<file path="src/logic/exc_pkg.sv">
// constants, types and register map of the interrupt dispatch and halt entry unit
// Contract
// - software levels 1-15 use slots 84 hex upward, one longword apart.
// - emulation start fault uses offset C8 and pushes ten parameters.
// - emulation continue fault uses offset CC and pushes no parameters.
// - external bus vectors take their table index from returned bits 15:2.
// - vector bit 0 clear: new priority follows request line, 14 to 17 hex.
// - vector bit 0 set: new priority forced to 17 hex.
// - halt saves program counter and status into saved registers 42, 43.
// - saved status keeps 31:16, 7:0; translation bit 15; code 13:8.
// - valid flag bit 14 is 0 when status valid, 1 when invalid.
// - halt saves current stack pointer, then loads interrupt stack pointer.
// - halt forces status longword 041F0000 and clears translation enable.
// - after saving, control passes to firmware at 20040000 hex.
// - halt code 3 also clears interval clock, summary and trap level registers.
// - codes: 6 kernel halt instruction, 2 external halt, 3 reset.
// - table entry low bits 11 halts with code 7, 10 with code 8.
package exc_pkg;
  // ---------------------------------------------------------------
  // vector table offsets and priorities
  // ---------------------------------------------------------------
  localparam logic [15:0] VEC_SOFT_BASE = 16'h0080;
  localparam logic [15:0] VEC_EMU_START = 16'h00c8;
  localparam logic [15:0] VEC_EMU_CONT = 16'h00cc;
  localparam logic [3:0] EMU_START_PARAMS = 4'ha;
  localparam logic [3:0] EMU_CONT_PARAMS = 4'h0;
  localparam logic [3:0] NO_PARAMS = 4'h0;
  localparam logic [4:0] PRIO_IRQ_BASE = 5'h14;
  localparam logic [4:0] PRIO_FORCED = 5'h17;
  localparam int unsigned VEC_IDX_LO = 2;
  localparam int unsigned VEC_IDX_HI = 15;
  localparam int unsigned VEC_FORCE_BIT = 0;
  localparam logic [1:0] ENTRY_BAD_HALT7 = 2'h3;
  localparam logic [1:0] ENTRY_BAD_HALT8 = 2'h2;
  // ---------------------------------------------------------------
  // halt entry
  // ---------------------------------------------------------------
  localparam logic [31:0] HALT_STATUS = 32'h041f_0000;
  localparam logic [31:0] FIRMWARE_PC = 32'h2004_0000;
  localparam logic [5:0] CODE_EXT_HALT = 6'h02;
  localparam logic [5:0] CODE_RESET = 6'h03;
  localparam logic [5:0] CODE_HALT_INSTR = 6'h06;
  localparam logic [5:0] CODE_VEC_11 = 6'h07;
  localparam logic [5:0] CODE_VEC_10 = 6'h08;
  localparam int unsigned SS_XLATE_BIT = 15;
  localparam int unsigned SS_VALID_BIT = 14;
  localparam int unsigned SS_CODE_LO = 8;
  localparam int unsigned SS_CODE_HI = 13;
  // ---------------------------------------------------------------
  // register indices; byte address is four times the index
  // ---------------------------------------------------------------
  localparam logic [7:0] IDX_SAVED_PC = 8'h2a;
  localparam logic [7:0] IDX_SAVED_STATUS = 8'h2b;
  localparam logic [7:0] IDX_INT_STATUS = 8'h30;
  localparam logic [7:0] IDX_INT_MASK = 8'h31;
  localparam logic [7:0] IDX_CONTROL = 8'h32;
  localparam int unsigned ADDR_W = 10;
  localparam int unsigned NUM_EV = 3;
  localparam int unsigned EV_HALT = 0;
  localparam int unsigned EV_VEC_ERR = 1;
  localparam int unsigned EV_DISPATCH = 2;
  localparam int unsigned CTL_HALT_REQ = 0;
  localparam int unsigned CTL_EXT_EN = 1;
  localparam logic [1:0] CTL_RESET = 2'h2;
  localparam logic [1:0] RESP_OKAY = 2'h0;
  localparam logic [1:0] RESP_SLVERR = 2'h2;

  typedef enum logic [1:0] {DK_SOFT, DK_EXT, DK_EMU} disp_kind_e;

  // processor state offered to the unit
  typedef struct packed {
    logic [31:0] pc;
    logic [31:0] status;
    logic [31:0] sp;
    logic [31:0] isp;
    logic translation_enable;
    logic status_invalid;
  } cpu_state_s;

  // one dispatch decision
  typedef struct packed {
    logic [15:0] offset;
    logic [4:0] priority_level;
    logic prio_change;
    logic [3:0] param_count;
  } dispatch_s;
endpackage : exc_pkg

</file>
<file path="src/logic/exc_unit.sv">
// interrupt dispatch and hardware halt entry with an AXI4-Lite register slave
module exc_unit (
  input wire logic ref_clk,
  input wire logic rst,
  input wire logic ce,
  // processor side
  input wire exc_pkg::cpu_state_s cpu,
  input wire logic soft_req,
  input wire logic [3:0] soft_level,
  input wire logic ext_req,
  input wire logic [1:0] irq_line,
  input wire logic [15:0] ext_vector,
  input wire logic emu_req,
  input wire logic first_part_done,
  input wire logic entry_valid,
  input wire logic [1:0] entry_low,
  input wire logic ext_halt,
  input wire logic halt_instr_kernel,
  output exc_pkg::dispatch_s dispatch,
  output logic dispatch_valid,
  output logic halt_busy,
  output logic pc_load,
  output logic [31:0] pc_out,
  output logic status_load,
  output logic [31:0] status_out,
  output logic sp_load,
  output logic [31:0] sp_out,
  output logic [31:0] saved_sp,
  output logic translation_clear,
  output logic timer_regs_clear,
  output logic irq,
  // AXI4-Lite slave
  input wire logic [exc_pkg::ADDR_W-1:0] s_axi_awaddr,
  input wire logic s_axi_awvalid,
  output logic s_axi_awready,
  input wire logic [31:0] s_axi_wdata,
  input wire logic [3:0] s_axi_wstrb,
  input wire logic s_axi_wvalid,
  output logic s_axi_wready,
  output logic [1:0] s_axi_bresp,
  output logic s_axi_bvalid,
  input wire logic s_axi_bready,
  input wire logic [exc_pkg::ADDR_W-1:0] s_axi_araddr,
  input wire logic s_axi_arvalid,
  output logic s_axi_arready,
  output logic [31:0] s_axi_rdata,
  output logic [1:0] s_axi_rresp,
  output logic s_axi_rvalid,
  input wire logic s_axi_rready
);
  import exc_pkg::*;

  typedef enum logic [1:0] {H_IDLE, H_SAVE, H_FORCE, H_JUMP} halt_state_e;

  halt_state_e state_ff;
  logic halt_pend_ff;
  logic [5:0] code_ff;
  logic [31:0] saved_pc_ff;
  logic [31:0] saved_status_ff;
  logic [NUM_EV-1:0] ev_status_ff;
  logic [NUM_EV-1:0] ev_mask_ff;
  logic [1:0] control_ff;
  logic [ADDR_W-1:0] awaddr_ff;
  logic [31:0] wdata_ff;
  logic aw_held_ff;
  logic w_held_ff;
  logic disp_wait_ff;
  disp_kind_e kind;
  dispatch_s nxt_dispatch;
  logic [31:0] nxt_saved_status;
  logic any_disp;
  logic vec_bad;
  logic [5:0] vec_code;
  logic halt_trig;
  logic [5:0] trig_code;
  logic wr_go;
  logic rd_go;
  logic [7:0] wr_idx;
  logic [7:0] rd_idx;
  logic status_read;
  logic [NUM_EV-1:0] ev_set;

  // ---------------------------------------------------------------
  // interrupt and exception dispatch
  // ---------------------------------------------------------------
  // emulation faults win over external interrupts, which win over software levels
  always_comb begin
    if (emu_req) begin
      kind = DK_EMU;
    end else if (ext_req && control_ff[CTL_EXT_EN]) begin
      kind = DK_EXT;
    end else begin
      kind = DK_SOFT;
    end
  end

  assign any_disp = emu_req || (ext_req && control_ff[CTL_EXT_EN])
                    || (soft_req && soft_level != 4'h0);

  vector_select u_vector_select (
    .kind(kind),
    .soft_level(soft_level),
    .irq_line(irq_line),
    .ext_vector(ext_vector),
    .first_part_done(first_part_done),
    .disp(nxt_dispatch)
  );

  // dispatch is held off while a halt sequence owns the processor
  always_ff @(posedge ref_clk or posedge rst) begin
    if (rst) begin
      dispatch <= '0;
      dispatch_valid <= 1'b0;
      disp_wait_ff <= 1'b0;
    end else if (ce) begin
      dispatch_valid <= 1'b0;
      if (any_disp && state_ff == H_IDLE && !halt_pend_ff) begin
        dispatch <= nxt_dispatch;
        dispatch_valid <= 1'b1;
        disp_wait_ff <= 1'b1;
      end else if (entry_valid) begin
        disp_wait_ff <= 1'b0;
      end
    end
  end

  assign vec_bad = entry_valid && disp_wait_ff && entry_low[1];
  assign vec_code = (entry_low == ENTRY_BAD_HALT7) ? CODE_VEC_11 : CODE_VEC_10;

  // ---------------------------------------------------------------
  // halt entry sequence
  // ---------------------------------------------------------------
  // code per halt cause
  always_comb begin
    halt_trig = 1'b1;
    trig_code = CODE_HALT_INSTR;
    if (vec_bad) begin
      trig_code = vec_code;
    end else if (ext_halt || control_ff[CTL_HALT_REQ]) begin
      trig_code = CODE_EXT_HALT;
    end else if (!halt_instr_kernel) begin
      halt_trig = 1'b0;
    end
  end

  halt_status_pack u_halt_status_pack (
    .status(cpu.status),
    .translation_enable(cpu.translation_enable),
    .status_invalid(cpu.status_invalid),
    .code(code_ff),
    .saved(nxt_saved_status)
  );

  // a reset leaves a pending code 3 halt, taken after the release
  always_ff @(posedge ref_clk or posedge rst) begin
    if (rst) begin
      halt_pend_ff <= 1'b1;
      code_ff <= CODE_RESET;
    end else if (ce) begin
      if (state_ff == H_IDLE && halt_pend_ff) begin
        halt_pend_ff <= 1'b0;
      end else if (state_ff == H_IDLE && halt_trig) begin
        halt_pend_ff <= 1'b1;
        code_ff <= trig_code;
      end
    end
  end

  // sequence runs to the end, no trigger can enter
  always_ff @(posedge ref_clk or posedge rst) begin
    if (rst) begin
      state_ff <= H_IDLE;
    end else if (ce) begin
      unique case (state_ff)
        H_IDLE: if (halt_pend_ff) begin
          state_ff <= H_SAVE;
        end
        H_SAVE: state_ff <= H_FORCE;
        H_FORCE: state_ff <= H_JUMP;
        H_JUMP: state_ff <= H_IDLE;
      endcase
    end
  end

  // saved registers and forced processor state
  always_ff @(posedge ref_clk or posedge rst) begin
    if (rst) begin
      saved_pc_ff <= '0;
      saved_status_ff <= '0;
      saved_sp <= '0;
      status_load <= 1'b0;
      status_out <= '0;
      sp_load <= 1'b0;
      sp_out <= '0;
      translation_clear <= 1'b0;
      timer_regs_clear <= 1'b0;
      pc_load <= 1'b0;
      pc_out <= '0;
    end else if (ce) begin
      status_load <= 1'b0;
      sp_load <= 1'b0;
      translation_clear <= 1'b0;
      timer_regs_clear <= 1'b0;
      pc_load <= 1'b0;
      if (state_ff == H_SAVE) begin
        saved_pc_ff <= cpu.pc;
        saved_status_ff <= nxt_saved_status;
        saved_sp <= cpu.sp;
      end
      if (state_ff == H_FORCE) begin
        status_load <= 1'b1;
        status_out <= HALT_STATUS;
        translation_clear <= 1'b1;
        sp_load <= 1'b1;
        sp_out <= cpu.isp;
        timer_regs_clear <= (code_ff == CODE_RESET);
      end
      if (state_ff == H_JUMP) begin
        pc_load <= 1'b1;
        pc_out <= FIRMWARE_PC;
      end
    end
  end

  // busy from the pending flag until the jump, falling in the same cycle that pc_load rises
  always_ff @(posedge ref_clk or posedge rst) begin
    if (rst) begin
      halt_busy <= 1'b1;
    end else if (ce) begin
      halt_busy <= (state_ff != H_IDLE && state_ff != H_JUMP) || halt_pend_ff;
    end
  end

  // ---------------------------------------------------------------
  // events and interrupt
  // ---------------------------------------------------------------
  assign ev_set[EV_HALT] = ce && state_ff == H_JUMP;
  assign ev_set[EV_VEC_ERR] = ce && vec_bad && state_ff == H_IDLE;
  assign ev_set[EV_DISPATCH] = ce && dispatch_valid;
  assign status_read = rd_go && rd_idx == IDX_INT_STATUS;

  // read clears, a new event in the same cycle still lands
  always_ff @(posedge ref_clk or posedge rst) begin
    if (rst) begin
      ev_status_ff <= '0;
      irq <= 1'b0;
    end else begin
      if (ce) begin
        ev_status_ff <= (status_read ? '0 : ev_status_ff) | ev_set;
        irq <= |(((status_read ? '0 : ev_status_ff) | ev_set) & ev_mask_ff);
      end
    end
  end

  // ---------------------------------------------------------------
  // AXI4-Lite slave
  // ---------------------------------------------------------------
  assign wr_go = aw_held_ff && w_held_ff && !s_axi_bvalid;
  assign wr_idx = awaddr_ff[ADDR_W-1:2];
  assign rd_go = s_axi_arvalid && s_axi_arready && ce;
  assign rd_idx = s_axi_araddr[ADDR_W-1:2];

  // address and data are taken in either order, response after both
  always_ff @(posedge ref_clk or posedge rst) begin
    if (rst) begin
      s_axi_awready <= 1'b1;
      s_axi_wready <= 1'b1;
      aw_held_ff <= 1'b0;
      w_held_ff <= 1'b0;
      awaddr_ff <= '0;
      wdata_ff <= '0;
      s_axi_bvalid <= 1'b0;
      s_axi_bresp <= RESP_OKAY;
    end else if (ce) begin
      if (s_axi_awvalid && s_axi_awready) begin
        awaddr_ff <= s_axi_awaddr;
        aw_held_ff <= 1'b1;
        s_axi_awready <= 1'b0;
      end
      if (s_axi_wvalid && s_axi_wready) begin
        wdata_ff <= s_axi_wdata;
        w_held_ff <= 1'b1;
        s_axi_wready <= 1'b0;
      end
      if (wr_go) begin
        s_axi_bvalid <= 1'b1;
        s_axi_bresp <= (wr_idx == IDX_INT_MASK || wr_idx == IDX_CONTROL)
                       ? RESP_OKAY : RESP_SLVERR;
      end
      if (s_axi_bvalid && s_axi_bready) begin
        s_axi_bvalid <= 1'b0;
        aw_held_ff <= 1'b0;
        w_held_ff <= 1'b0;
        s_axi_awready <= 1'b1;
        s_axi_wready <= 1'b1;
      end
    end
  end

  // writable registers; only byte lane 0 carries bits
  always_ff @(posedge ref_clk or posedge rst) begin
    if (rst) begin
      ev_mask_ff <= '0;
      control_ff <= CTL_RESET;
    end else if (ce) begin
      if (control_ff[CTL_HALT_REQ] && state_ff == H_IDLE) begin
        control_ff[CTL_HALT_REQ] <= 1'b0;
      end
      if (wr_go && s_axi_wstrb[0]) begin
        if (wr_idx == IDX_INT_MASK) begin
          ev_mask_ff <= wdata_ff[NUM_EV-1:0];
        end
        if (wr_idx == IDX_CONTROL) begin
          control_ff <= wdata_ff[1:0];
        end
      end
    end
  end

  // read channel answers one cycle after the address is taken
  always_ff @(posedge ref_clk or posedge rst) begin
    if (rst) begin
      s_axi_arready <= 1'b1;
      s_axi_rvalid <= 1'b0;
      s_axi_rdata <= '0;
      s_axi_rresp <= RESP_OKAY;
    end else if (ce) begin
      if (rd_go) begin
        s_axi_arready <= 1'b0;
        s_axi_rvalid <= 1'b1;
        s_axi_rresp <= RESP_OKAY;
        unique case (rd_idx)
          IDX_SAVED_PC: s_axi_rdata <= saved_pc_ff;
          IDX_SAVED_STATUS: s_axi_rdata <= saved_status_ff;
          IDX_INT_STATUS: s_axi_rdata <= {29'h0, ev_status_ff};
          IDX_INT_MASK: s_axi_rdata <= {29'h0, ev_mask_ff};
          IDX_CONTROL: s_axi_rdata <= {30'h0, control_ff};
          default: begin
            s_axi_rdata <= '0;
            s_axi_rresp <= RESP_SLVERR;
          end
        endcase
      end else if (s_axi_rvalid && s_axi_rready) begin
        s_axi_rvalid <= 1'b0;
        s_axi_arready <= 1'b1;
      end
    end
  end
endmodule // exc_unit

</file>
<file path="src/logic/halt_status_pack.sv">
// builds the saved status word from status, translation bit, code and valid flag
module halt_status_pack (
  input wire logic [31:0] status,
  input wire logic translation_enable,
  input wire logic status_invalid,
  input wire logic [5:0] code,
  output logic [31:0] saved
);
  import exc_pkg::*;

  always_comb begin
    saved = status;
    saved[SS_XLATE_BIT] = translation_enable;
    saved[SS_VALID_BIT] = status_invalid;
    saved[SS_CODE_HI:SS_CODE_LO] = code;
  end
endmodule // halt_status_pack

</file>
<file path="src/logic/vector_select.sv">
// vector offset, parameter count and new priority for one dispatch
module vector_select (
  input wire exc_pkg::disp_kind_e kind,
  input wire logic [3:0] soft_level,
  input wire logic [1:0] irq_line,
  input wire logic [15:0] ext_vector,
  input wire logic first_part_done,
  output exc_pkg::dispatch_s disp
);
  import exc_pkg::*;

  // pick the slot for the requested kind
  always_comb begin
    disp = '0;
    unique case (kind)
      DK_SOFT: begin
        disp.offset = VEC_SOFT_BASE + {10'h000, soft_level, 2'h0};
        disp.priority_level = {1'b0, soft_level};
        disp.prio_change = 1'b1;
        disp.param_count = NO_PARAMS;
      end
      DK_EXT: begin
        disp.offset = {ext_vector[VEC_IDX_HI:VEC_IDX_LO], 2'h0};
        disp.priority_level = ext_vector[VEC_FORCE_BIT] ? PRIO_FORCED
                              : PRIO_IRQ_BASE + {3'h0, irq_line};
        disp.prio_change = 1'b1;
        disp.param_count = NO_PARAMS;
      end
      DK_EMU: begin
        disp.offset = first_part_done ? VEC_EMU_CONT : VEC_EMU_START;
        disp.param_count = first_part_done ? EMU_CONT_PARAMS : EMU_START_PARAMS;
      end
      default: disp = '0;
    endcase
  end
endmodule // vector_select

</file>
<file path="config.mk">
export PLATFORM = sky130hd
export DESIGN_NAME = exc_unit
export DESIGN_NICKNAME = d
export VERILOG_FILES = /design/src/logic/exc_pkg.sv /design/src/logic/exc_unit.sv /design/src/logic/halt_status_pack.sv /design/src/logic/vector_select.sv
export SDC_FILE = /design/constraint.sdc
export NUM_CORES = 1
export LEC_CHECK = 0
export BUFFER_PORTS_ARGS = -buffer_cell sky130_fd_sc_hd__buf_2
export CORE_MARGIN = 5
export CORE_UTILIZATION = 31
export CTS_BUF_LIST = sky130_fd_sc_hd__clkbuf_16
export DETAILED_ROUTE_END_ITERATION = 10
export PLACE_DENSITY = 0.67
export REMOVE_ABC_BUFFERS = 1
export SYNTH_ARGS = -nofsm -noshare
export SYNTH_HDL_FRONTEND = slang
export SYNTH_SLANG_ARGS = --single-unit
</file>
<file path="constraint.sdc">
create_clock -name ref_clk -period 8.25 [get_ports ref_clk]
set_input_delay 0.825 -clock ref_clk [delete_from_list [all_inputs] [get_ports ref_clk]]
set_output_delay 0.825 -clock ref_clk [all_outputs]
set_load 0.05 [all_outputs]
</file>
Word-level counts from Yosys, hierarchy flattened. Index checks and enable logic that the tools add are counted.

$add $sub $neg: 2. Equality and inequality tests: 16. Multiplexer cells: 45. Bitwise gates (word level): 3. Reduce and logical (&&, ||, !) cells: 61.

Operator list (number): $pmux 32 s5 (1); $eq 8x6->1 const B (7); $pmux 16 s3 (1); $reduce_and 2->1 (15); $mux 1 (29); $logic_and 1x1->1 (24); $mux 4 (4); $reduce_bool 2->1 (7); $pmux 6 s2 (1); $add 8x6->9 const A (1); $mux 3 (3); $reduce_and 3->1 (3); $eq 2x2->1 const B (4); $mux 2 (4); $pmux 2 s4 (1); $eq 6x2->1 const B (1); $add 5x2->5 const A (1); $logic_or 1x1->1 (5); $mux 5 (1); $reduce_or 5->1 (1); $eq 2x1->1 const B (2); $logic_not 2->1 (2); $ne 2x2->1 const B (2); $reduce_bool 4->1 (1); other kinds (5) (6).

Flip-flop bits (word level): 236. Input bits: 225. Output and inout port bits: 203. Word-level logic and storage cells: 163.

Logic depth before layout (Yosys ltp).
Depth in word-level cells: 7. Gate-level depth with buffers: 8. Mapped depth without buffers: 6.

Hierarchy. A second synthesis with hierarchy kept.

Cell total of the unflattened synthesis: 791. Area total of the unflattened synthesis: 10213.5 sq um.

Modules (own cells, without submodules): exc_unit (times used 1, cells an instance 717, area an instance 9716.8 sq um); vector_select (times used 1, cells an instance 42, area an instance 256.5 sq um); halt_status_pack (times used 1, cells an instance 32, area an instance 240.2 sq um).

Worst setup path after synthesis. OpenSTA, ideal clock, no wires.

Kind: input to register. From: input port ce. To: register ev_mask_ff[0]. Library setup time: 0.125 ns. Arrival time: 1.916 ns. Data required time: 8.125 ns. Setup slack: 6.209 ns. Stages: 5. Path buffers: 1. Cells stage by stage: buf_4 -> and4b_4 -> nand4_4 -> nor3b_4 -> mux2_2.

Cells in the longest elaborated chain, start to end: 1.

RTL lines: from (decl) (line exc_unit.sv:5) `input wire logic ce,`; $reduce_and 3->1 (no line); to (signal assigned) (line exc_unit.sv:311) `ev_mask_ff <= wdata_ff[NUM_EV-1:0];`; to (decl) (line exc_unit.sv:61) `logic [NUM_EV-1:0] ev_mask_ff;`.

No other way between the ends. A chain may end at the register's enable or synchronous reset.

Worst setup path after layout.
From: input port ce. To: register s_axi_rdata[2].

Cells in the longest elaborated chain, start to end: 2.

RTL lines: $logic_and 1x1->1 (line exc_unit.sv:260) `assign rd_go = s_axi_arvalid && s_axi_arready && ce;`; $reduce_and 2->1 (no line) *; to (signal assigned) (line exc_unit.sv:333) `IDX_SAVED_PC: s_axi_rdata <= saved_pc_ff;`; to (signal assigned) (line exc_unit.sv:334) `IDX_SAVED_STATUS: s_axi_rdata <= saved_status_ff;`; to (signal assigned) (line exc_unit.sv:335) `IDX_INT_STATUS: s_axi_rdata <= {29'h0, ev_status_ff};`; to (decl) (line exc_unit.sv:46) `output logic [31:0] s_axi_rdata,`.

Every way passes the cells marked *; elsewhere a longest branch is shown, timed or not.

==> flow_summary.toml <==
[final_layout]
finalNonFillerCells = 1469
n_antenna_cell = 0
syn2layout_area_growth_pct = 25.9
fillers = 2971
drive_gt1_frac = 0.487
final_nets = 1284
post-route-util = 0.395

[route]
totalWireLength_mm = 24.4
routed-wl-met2_mm = 11.9
met1_length_mm = 9.98
drcViolationCount = 0
ant_nets = 0
routedWlPerCell_um = 16.6
top_layer_used = "met5"
via_per_inst = 4.49
met3_length_mm = 2.15
drtPass1Iterations = 4
vias = 6599
initialDrtViolationCount = 229

[floorplan]
die-width_um = 186
ios = 428
initial_core_util = 0.314
dieArea_um2 = 34600
fp.dieH_um = 186
core-area_um2 = 30600
num_rows = 64

[placed_design]
routabilityCongestion = 0.734
place_ws_ns = 5.29
place_hpwl_mm = 17.6
place_inst = 1422
portBuffers = 320

[grt]
grt_pass1_wl_mm = 36.6
grtUsageTotal = 0.133
grt_max_degree = 79
grt_pass1_vias = 6688
antenna_found_initial = 2
grt_remaining_overflow = 0

[synthesis]
synth_area_um2 = 9610
synth_edf_count = 0
yosysTopAreaCellShare = 0.560
ys_async_sr_fraction = 1.00
muxShareOfSynthArea = 0.203
synth_top_family_by_area = "multiplexers"
synth_seq_cells = 223
synth_xor_area_frac = 0.000912
ys_warn_count = 0
synth_adder_area_share = 0.00651
yosysSeqAreaShare = 0.582
synthFlopType = "dfrtp_1"
synthTopCellsByArea = "dfrtp_1 56%, mux2_2 17%, buf_4 5.7%"
synthSimpleGateAreaFrac = 0.0666
synth_compound_area_frac = 0.0612
avgSynthCellArea_um2 = 12.9
netlist_instances = 744
synth_top_area_cell = "dfrtp_1"
synth_cell_type_count = 49

[worst_setup_path]
arrival_ns = 2.84
cp_max_fo = 33
crit_type = "in2reg"
critPathLaunchType = "primary input"
worstPathRequired_ns = 8.66
cp-end-kind = "register"

[clocking]
clock_sinks = 223
post_cts_resize_count = 0
cts_buffers = 26
clock_path_buffers = 3
cts_setup_buffers = 0
insertion_delay_ns = 0.53
htreeDepth = 1
clk_pin_slew_ns = 0.06
cts_hold_repair.buffers = 0
cts_tree = "done"
clock-root-buffer = "clkbuf_16"

[sta]
rsz0062_at_grt = "false"
tns_ns = 0
worstMarginPinSlew_ns = 1.05
hold_viol_final = 0
fin_crit_sh = 0.295
finClkSkew_ns = 0.0114
slew_headroom = 0.303
max_freq_mhz = 411
setup_viol = 0
post-route-min-period_ns = 2.43
drv_slew = 0
worst_slack_ns = 5.82

[power_and_ir_drop]
vdd.ir_drop.worst_mv = 0.276
p_leak_nw = 6.16
powerDensity_nw_per_um2 = 382

[job]
maxCapViolCount = 0

[min_path]
min_path_type = "in2async"

[outcome]
status = "completed"
==> metal layers <==
layer | vias to the layer above | GRT usage
met2 | 265 | 0.220
met3 | 33 | 0.0389
li1 | 3066 | -
met4 | 2 | 0.0341
met1 | 3233 | 0.171
met5 | - | 0
==> worst max-delay path, stage by stage <==
cell and delay, ns:
buf_2 0.44, nand3_2 0.87, and2_1 0.48, a41o_1 0.21
==> cell usage in the layout (no fill, tap or decap), types with 12 or more instances in the layout <==
cell / count
buf_2: 320
clkbuf_16: 27
conb_1: 62
dfrtp_1: 215
inv_1: 24
mux2_2: 141
mux2i_1: 36
nand2_1: 75
nor2_1: 12
o21ai_0: 42
==> layout make-up <==
type / instances / area [um2] / area share
clock buffer: 27 / 676 / 0.0559
clock inverter: 20 / 136 / 0.0113
inverter: 15 / 63.8 / 0.00528
multi-input combinational: 463 / 3490 / 0.289
sequential: 223 / 5590 / 0.462
tap: 396 / 495 / 0.0410
timing repair buffer: 325 / 1640 / 0.136
==> worst paths after layout <==
| check | to | start | slack, ns | depth (start not counted) |
|---|---|---|---|---|
| worst min register to register | dispatch[14] | dispatch[14] | 0.47 | 2 |
| worst min-delay path | saved_sp[29] | rst | 0.36 | 2 |
| max in group asynchronous | saved_status_ff[24] | rst | 6.52 | 3 |
| worst max register to register | saved_pc_ff[18] | state_ff[1] | 5.84 | 5 |
| min in group ref_clk | dispatch[14] | dispatch[14] | 0.47 | 2 |
| worst max-delay path | s_axi_rdata[2] | ce | 5.82 | 4 |
==> flip-flops by register name, indices dropped and copies added, names as in the netlist, 4 cells and up <==
name             cells
code_ff              4
dispatch            21
saved_sp            32
s_axi_rdata         32
saved_status_ff     30
saved_pc_ff         32
awaddr_ff            8
sp_out              32
==> per-stage QoR <==
stage / cell area (um2) / hold WS (ns) / total power [mW]
floorplan: 9130 / 0.449 / 3.12
global placement: 11300 / 0.454 / 3.51
detailed placement: 11300 / 0.460 / 3.56
CTS: 12100 / 0.355 / 4.68
global route: 12100 / 0.375 / 4.88
finish: 12100 / 0.356 / 4.62
==> cells in the mapped netlist (all sizes together) (2+ instances only) <==
master / count
a21boi: 2
a21o: 6
a21oi: 10
a22o: 10
a31oi: 6
buf: 100
clkbuf: 4
dfrtp: 215
dfstp: 8
ha: 5
inv: 15
mux2: 141
mux2i: 36
nand2: 76
nand2b: 5
nand3: 6
nand3b: 3
nand4: 6
nor2: 12
nor2b: 2
nor3: 5
nor3b: 2
nor4b: 2
o21ai: 44
o21ba: 2
o22ai: 2
o31ai: 3
o41ai: 3
==> kinds of logic after synthesis <==
family / Yosys count
simple gates: 124
other cells: 1
compound gates: 94
flops: 223
mux: 177
fa+ha+maj: 5
buf+inv: 119
xor+xnor: 1
==> report_power, final <==
group / total [mW] / switching, mW / internal, mW
Sequential: 1.72 / 0.210 / 1.51
Clock: 1.09 / 0.443 / 0.648
Combinational: 1.80 / 1.21 / 0.591
Total: 4.62 / 1.87 / 2.75
Power figures use the tool's default switching activity.
